<file path="config.mk">
export PLATFORM = sky130hd
export DESIGN_NAME = scs_sar_sequencer
export DESIGN_NICKNAME = d
export VERILOG_FILES = /design/src/rtl/scs_pkg.sv /design/src/rtl/scs_sar_sequencer.sv
export VERILOG_INCLUDE_DIRS = /design/src /design/src/rtl
export SDC_FILE = /design/constraint.sdc
export NUM_CORES = 1
export LEC_CHECK = 0
export BUFFER_PORTS_ARGS = -buffer_cell sky130_fd_sc_hd__buf_2
export CORE_MARGIN = 1
export CORE_UTILIZATION = 58
export DETAILED_ROUTE_END_ITERATION = 7
export GPL_TIMING_DRIVEN = 0
export PLACE_DENSITY = 0.84
export SETUP_SLACK_MARGIN = 0.3
export SYNTH_ARGS = -nofsm -noshare
export SYNTH_HDL_FRONTEND = slang
export SYNTH_SLANG_ARGS = --single-unit
</file>
<file path="constraint.sdc">
create_clock -name sys_clk -period 3.2 [get_ports sys_clk]
set_input_delay 0.64 -clock sys_clk [delete_from_list [all_inputs] [get_ports sys_clk]]
set_output_delay 0.64 -clock sys_clk [all_outputs]
set_load 0.03 [all_outputs]
</file>
<file path="src/rtl/scs_defines.svh">
// Timing counts and code constants for the conversion sequencer.
`ifndef SCS_DEFINES_SVH
`define SCS_DEFINES_SVH
`define SCS_NBITS        16
`define SCS_CLK_NS       10
`define SCS_MIN_PERIOD_NS 2000
`define SCS_MIN_PERIOD_CYC ((`SCS_MIN_PERIOD_NS + `SCS_CLK_NS - 1) / `SCS_CLK_NS)
`define SCS_SETTLE_CYC   4'h2
`define SCS_CODE_MAX     16'h7fff
`define SCS_CODE_MIN     16'h8000
`define SCS_BIT_MSB      4'hf
`endif

</file>
<file path="src/rtl/scs_pkg.sv">
// Types shared by the conversion sequencer.
package scs_pkg;
  typedef enum logic [2:0] {
    SCS_ACQ,
    SCS_OPEN_SW,
    SCS_GROUND_ARR,
    SCS_TRIAL,
    SCS_SETTLE,
    SCS_CODE
  } scs_state_t;
endpackage

</file>
<file path="src/rtl/scs_sar_sequencer.sv">
// Successive-approximation conversion sequencer for a 16-bit differential converter.
// Overview of operation
// - Rising convert_start after acquisition ends acquisition and starts conversion.
// - Conversion opens both ground switches first, then grounds both arrays.
// - In acquisition comparator terminals are grounded, array switches on inputs.
// - Two matched 16-element binary-weighted arrays step by halving weights.
// - Trials run MSB first to LSB, each element to ground or reference.
// - After the trials return to acquisition, form the code, give busy.
// - Conversions are timed by the internal clock; no serial clock needed.
// - Result belongs to the conversion just done; at most 500 kSPS.
// - Conversion circuitry is powered down between conversions.
// - Output is 16-bit two's complement centred on zero.
// - Overrange or top input saturates to 0x7fff.
// - Underrange without overrange, or bottom input, saturates to 0x8000.
`include "scs_defines.svh"
`timescale 1ns/1ps
`default_nettype none
module scs_sar_sequencer
  import scs_pkg::*;
(
  // Clock and reset.
  input  wire logic        sys_clk,
  input  wire logic        rst,
  // Host start pin.
  input  wire logic        convert_start,
  // Analog front end.
  input  wire logic        comp_out,
  input  wire logic        over_range,
  input  wire logic        under_range,
  output logic             pos_ground_switch,
  output logic             neg_ground_switch,
  output logic             array_on_inputs,
  output logic [15:0]      array_to_ref,
  output logic             analog_power_on,
  // Result.
  output logic [15:0]      result_code,
  output logic             result_valid,
  output logic             busy
);

  ////////////////////////////////////////////////////////////////////////////
  // Pin synchroniser and edge detector.

  logic       start_s1_q;
  logic       start_s2_q;
  logic       start_s3_q;
  logic       comp_s1_q;
  logic       comp_s2_q;
  logic [1:0] rng_s1_q;
  logic [1:0] rng_s2_q;
  logic       start_rise;

  always_ff @(posedge sys_clk or posedge rst) begin
    if (rst) begin
      start_s1_q <= 1'b0;
      start_s2_q <= 1'b0;
      start_s3_q <= 1'b0;
      comp_s1_q  <= 1'b0;
      comp_s2_q  <= 1'b0;
      rng_s1_q   <= 2'h0;
      rng_s2_q   <= 2'h0;
    end else begin
      start_s1_q <= convert_start;
      start_s2_q <= start_s1_q;
      start_s3_q <= start_s2_q;
      comp_s1_q  <= comp_out;
      comp_s2_q  <= comp_s1_q;
      rng_s1_q   <= {over_range, under_range};
      rng_s2_q   <= rng_s1_q;
    end
  end

  // The third stage feeds only the edge detector; the first stage feeds only the second.
  assign start_rise = start_s2_q & ~start_s3_q;

  ////////////////////////////////////////////////////////////////////////////
  // Sequencer state.

  scs_state_t  state_q;
  scs_state_t  state_d;
  logic [3:0]  bit_q;
  logic [3:0]  bit_d;
  logic [3:0]  wait_q;
  logic [3:0]  wait_d;
  logic [15:0] trial_q;
  logic [15:0] trial_d;
  logic [15:0] code_q;
  logic [15:0] code_d;
  logic        valid_q;
  logic        valid_d;
  logic [1:0]  rng_q;
  logic [1:0]  rng_d;
  logic [15:0] gap_q;
  logic [15:0] gap_d;

  always_comb begin
    state_d = state_q;
    bit_d   = bit_q;
    wait_d  = wait_q;
    trial_d = trial_q;
    code_d  = code_q;
    valid_d = 1'b0;
    rng_d   = rng_q;
    gap_d   = (gap_q != 16'h0) ? gap_q - 16'h1 : gap_q;
    unique case (state_q)
      SCS_ACQ: begin
        // Starts closer than the minimum period are ignored to cap throughput.
        // The gap counter runs in every state, so spacing is measured start to start.
        if (start_rise && gap_q == 16'h0) begin
          state_d = SCS_OPEN_SW;
          gap_d   = 16'(`SCS_MIN_PERIOD_CYC - 1);
        end
      end
      SCS_OPEN_SW: begin
        state_d = SCS_GROUND_ARR;
        // Range flags are taken once, so a flag that moves mid-conversion cannot mix clamps.
        rng_d   = rng_s2_q;
      end
      SCS_GROUND_ARR: begin
        state_d = SCS_TRIAL;
        bit_d   = `SCS_BIT_MSB;
        trial_d = 16'h8000;
        wait_d  = `SCS_SETTLE_CYC;
      end
      SCS_TRIAL: begin
        // The comparator needs a few cycles to settle after each switch step.
        if (wait_q != 4'h0) begin
          wait_d = wait_q - 4'h1;
        end else begin
          state_d = SCS_SETTLE;
        end
      end
      SCS_SETTLE: begin
        // A high comparator means the trial weight overshot, so drop it.
        if (comp_s2_q) begin
          trial_d[bit_q] = 1'b0;
        end
        if (bit_q == 4'h0) begin
          state_d = SCS_CODE;
        end else begin
          trial_d[bit_q - 4'h1] = 1'b1;
          bit_d  = bit_q - 4'h1;
          wait_d = `SCS_SETTLE_CYC;
          state_d = SCS_TRIAL;
        end
      end
      SCS_CODE: begin
        // Offset binary to two's complement, with range clamps.
        // Overrange is tested first, so it wins if the front end raises both flags.
        if (rng_q[1]) begin
          code_d = `SCS_CODE_MAX;
        end else if (rng_q[0]) begin
          code_d = `SCS_CODE_MIN;
        end else begin
          code_d = {~trial_q[15], trial_q[14:0]};
        end
        valid_d = 1'b1;
        state_d = SCS_ACQ;
      end
    endcase
  end

  always_ff @(posedge sys_clk or posedge rst) begin
    if (rst) begin
      state_q <= SCS_ACQ;
      bit_q   <= 4'h0;
      wait_q  <= 4'h0;
      trial_q <= 16'h0;
      code_q  <= 16'h0;
      valid_q <= 1'b0;
      rng_q   <= 2'h0;
      gap_q   <= 16'h0;
    end else begin
      state_q <= state_d;
      bit_q   <= bit_d;
      wait_q  <= wait_d;
      trial_q <= trial_d;
      code_q  <= code_d;
      valid_q <= valid_d;
      rng_q   <= rng_d;
      gap_q   <= gap_d;
    end
  end

  ////////////////////////////////////////////////////////////////////////////
  // Element switch drive.

  // Registered so that state decoding can never glitch an element onto the reference.
  logic [15:0] ref_q;
  logic [15:0] ref_d;

  always_comb begin
    ref_d = 16'h0;
    if (state_d == SCS_TRIAL || state_d == SCS_SETTLE) begin
      ref_d = trial_d;
    end
  end

  always_ff @(posedge sys_clk or posedge rst) begin
    if (rst) begin
      ref_q <= 16'h0;
    end else begin
      ref_q <= ref_d;
    end
  end

  ////////////////////////////////////////////////////////////////////////////
  // Outputs, all timed from sys_clk only.
  // The ground switches decode the state register, so they change only on a clock edge.

  logic acq;
  assign acq = (state_q == SCS_ACQ);

  assign pos_ground_switch = acq;
  assign neg_ground_switch = acq;
  assign array_on_inputs   = acq | (state_q == SCS_OPEN_SW);
  assign array_to_ref      = ref_q;
  assign analog_power_on   = ~acq;
  assign busy              = ~acq;
  assign result_code       = code_q;
  assign result_valid      = valid_q;

endmodule
`default_nettype wire

</file>
==> key figures <==
Routing
  • DRC Markers: 0
  • Drt pass-1 iters: 5
  • WL final: 8920 um
  • Initial drt markers: 292
  • Routed vias/inst: 5.95
  • Final ANT Viol Nets: 0
  • Vias: 3333
  • Avg WL per Cell: 15.9 um

Pwr
  • Max VDD drop: 0.529 mV
  • Total power: 3.90 mW
  • Pwr Density: 843 mW/mm2
  • Leak: 2.28 nW

Synthesis
  • Synth area leaders: dfrtp_1 53%, o21ai_0 3.9%, nand2_1 3.7%
  • Syn Area/Cell: 10.1 um2
  • Post-synth EDFFs: 0
  • Sequential share of the synthesized area: 53.2%
  • Top-count cell post-synth: dfrtp_1
  • Synth top area share: 53.2%
  • Syn Nets: 419
  • Netlist cell types: 57
  • FFs w/ async S/R, synth: 100%
  • YS warnings: 0
  • Cells after Synth: 406
  • Post-synth top cells: 87 x dfrtp_1, 40 x nand2_1, 32 x o21ai_0
  • Area leader, netlist: dfrtp_1
  • Synth Register Bits: 87
  • Mapped cell area: 0.00409 mm2
  • Post-synth top flop: dfrtp_1

Worst setup path
  • CP Data Arrival Time: 2.15 ns
  • Top Family by Delay on Critical Path: buffers and inverters
  • Largest fanout on the critical path: 10
  • Worst path max stage delay: 0.41 ns
  • Critical Path RT: 2.56 ns
  • Crit end category: output pin
  • Critical path startpoint category: flop
  • Worst R2R Path Depth: 8
  • WP depth: 7
  • CP bufs+invs: 6
  • Crit path cell chain: clkbuf_1 -> inv_1 -> clkbuf_1 -> nand2_1 -> inv_1 -> buf_4 -> buf_2
  • Slowest stage cell on the critical path: dfrtp_1
  • Worst Path Class, Setup: flop to output pin

Clock network
  • Post-CTS setup buffer count: 0
  • Clock Sinks: 87
  • H-tree levels: 3
  • Post-CTS Hold Buffers: 0
  • CTS Buf Count: 9
  • CTS root buf: clkbuf_8
  • Reg clk slew, reported paths: 0.08 ns
  • Clock Latency Late Sink: 0.35 ns
  • CTS tree: built
  • Max clock buf depth: 2
  • PostCTS Resize Cnt: 0

Floorplan
  • # IOs: 44
  • Die W: 86.0 um
  • Die area: 0.00739 mm2
  • Core Area: 0.00679 mm2
  • Die H: 86.0 um
  • Initial core utilization: 60.2%
  • Std-Cell Rows: 30

Timing
  • Worst slew pin tran: 0.712 ns
  • Slew Viols, Final: 0
  • Setup Skew: 0.0103 ns
  • # setup viols final: 0
  • Crit share post-route: 87.1%
  • Max Clk Rate: 359 MHz
  • Max-slew headroom: 51.9%
  • RSZ-0062 raised after global routing: no
  • Post-route minimum period: 2.79 ns
  • Setup TNS: 0 ns
  • Hold Vio Cnt, Final: 0

Run
  • # Max-Cap Violations: 0

Placed design
  • Dpl hpwl: 6420 um
  • Dpl cells: 546
  • PortBufs: 43
  • Placer Congestion: 0.925

GRT
  • First-pass GRT wire length: 15000 um
  • Initial antenna violation count: 0
  • Vias in the first global route: 3218
  • Largest net degree at the start of global routing: 48
  • Overflow after GRT: 0
  • GRT Util Overall: 26.5%

Cells and area
  • Diode count: 0
  • Finished Layout Cells: 560
  • Multi-input gate area in the final layout: 0.00173 mm2
  • # fillers: 519
  • # nets final: 474
  • Share of cells above drive strength 1: 17.7%
  • Area growth, synth to finish: 13.1%
  • Reg area: 0.00218 mm2

Min path
  • Hold crit path type: input port to asynchronous set/reset pin

Outcome
  • Outcome: finished clean
[worst register-to-register path, stage by stage, from the launching register on]
cell	delay [ns]
dfrtp_1	0.50
inv_1	0.16
ha_1	0.15
clkbuf_1	0.27
nor3b_1	0.50
nor2_1	0.12
nor2_1	0.42
buf_2	0.33
nor2_1	0.08
[cell families (layout without fill, tap and decap cells)]
family | count (synthesis) | after routing | share of synthesized area (%)
simple gates | 145 | 145 | 20.4
xor+xnor | 6 | 6 | 1.28
mux | 8 | 8 | 2.08
fa+ha+maj | 7 | 7 | 2.14
flops | 87 | 87 | 53.2
compound gates | 107 | 107 | 16.3
buf+inv | 46 | 104 | 4.62
[state kept, by name, indices dropped and copies added, names as in the netlist]
signal,count
array_to_ref,16
gap_q,16
result_code,16
trial_q,16
bit_q,4
wait_q,4
state_q,3
rng_q,2
rng_s1_q,2
rng_s2_q,2
comp_s1_q,1
comp_s2_q,1
result_valid,1
start_s1_q,1
start_s2_q,1
start_s3_q,1
[per-stage QoR]
step	hold slack [ns]	setup WS, ns	util, %	cell area (um2)
floorplan	0.331	0.310	-	4090
global placement	0.333	-0.567	65.2	4430
detailed placement	0.337	0.639	65.5	4450
CTS	0.342	0.422	68.1	4630
global route	0.357	0.324	68.1	4630
finish	0.329	0.414	68.1	4630
[final timing paths]
| path | end | slack [ns] | start |
|---|---|---|---|
| worst max-delay path | pos_ground_switch | 0.41 | state_q[0] |
| max in group asynchronous | comp_s2_q | 2.26 | rst |
| min in group sys_clk | rng_s2_q[1] | 0.35 | rng_s1_q[1] |
| worst max register to register | array_to_ref[4] | 0.55 | bit_q[0] |
| worst min-delay path | array_to_ref[7] | 0.33 | rst |
| worst min register to register | rng_s2_q[1] | 0.35 | rng_s1_q[1] |
[layer usage]
metal,vias up,share of wire [%],track usage [%]
met5,-,0,0
met4,0,3.4,15.8
met3,30,6.8,4.33
met2,157,49,43.4
met1,1578,40,33.2
li1,1568,-,-
[report_power, final]
group          internal, mW  switching, mW  total [mW]
logic                 0.532           1.06        1.60
registers              1.37          0.228        1.60
clock network         0.351          0.355       0.706
total                  2.25           1.65        3.90
[cell usage in the layout, fill, tap and decap left out, types with 4 or more instances in the layout]
| master | n |
|---|---|
| clkbuf_8 | 9 |
| nand2b_1 | 4 |
| nor3_1 | 7 |
| nor3b_1 | 4 |
| nand3_1 | 19 |
| clkbuf_1 | 19 |
| nand2_1 | 40 |
| nand4_1 | 8 |
| o21ai_0 | 32 |
| nor2_1 | 22 |
| a21oi_1 | 26 |
| dfrtp_1 | 87 |
| inv_1 | 18 |
| a32oi_1 | 6 |
| a31oi_1 | 12 |
| ha_1 | 7 |
| o211ai_1 | 9 |
| nand3b_1 | 5 |
| nor2b_1 | 5 |
| buf_2 | 50 |
| xnor2_1 | 4 |
| mux2i_1 | 4 |
[area by class of cell]
class                      instances  share of cell area (%)
clock buffer                      10                    2.76
inverter                          19                    1.60
multi-input combinational        273                    37.3
tap                               96                    2.60
buffer                            27                    2.54
timing repair buffer              44                    5.09
sequential                        87                    47.1
clock inverter                     4                    1.05
Note: power is estimated with default switching activity, not from simulation.
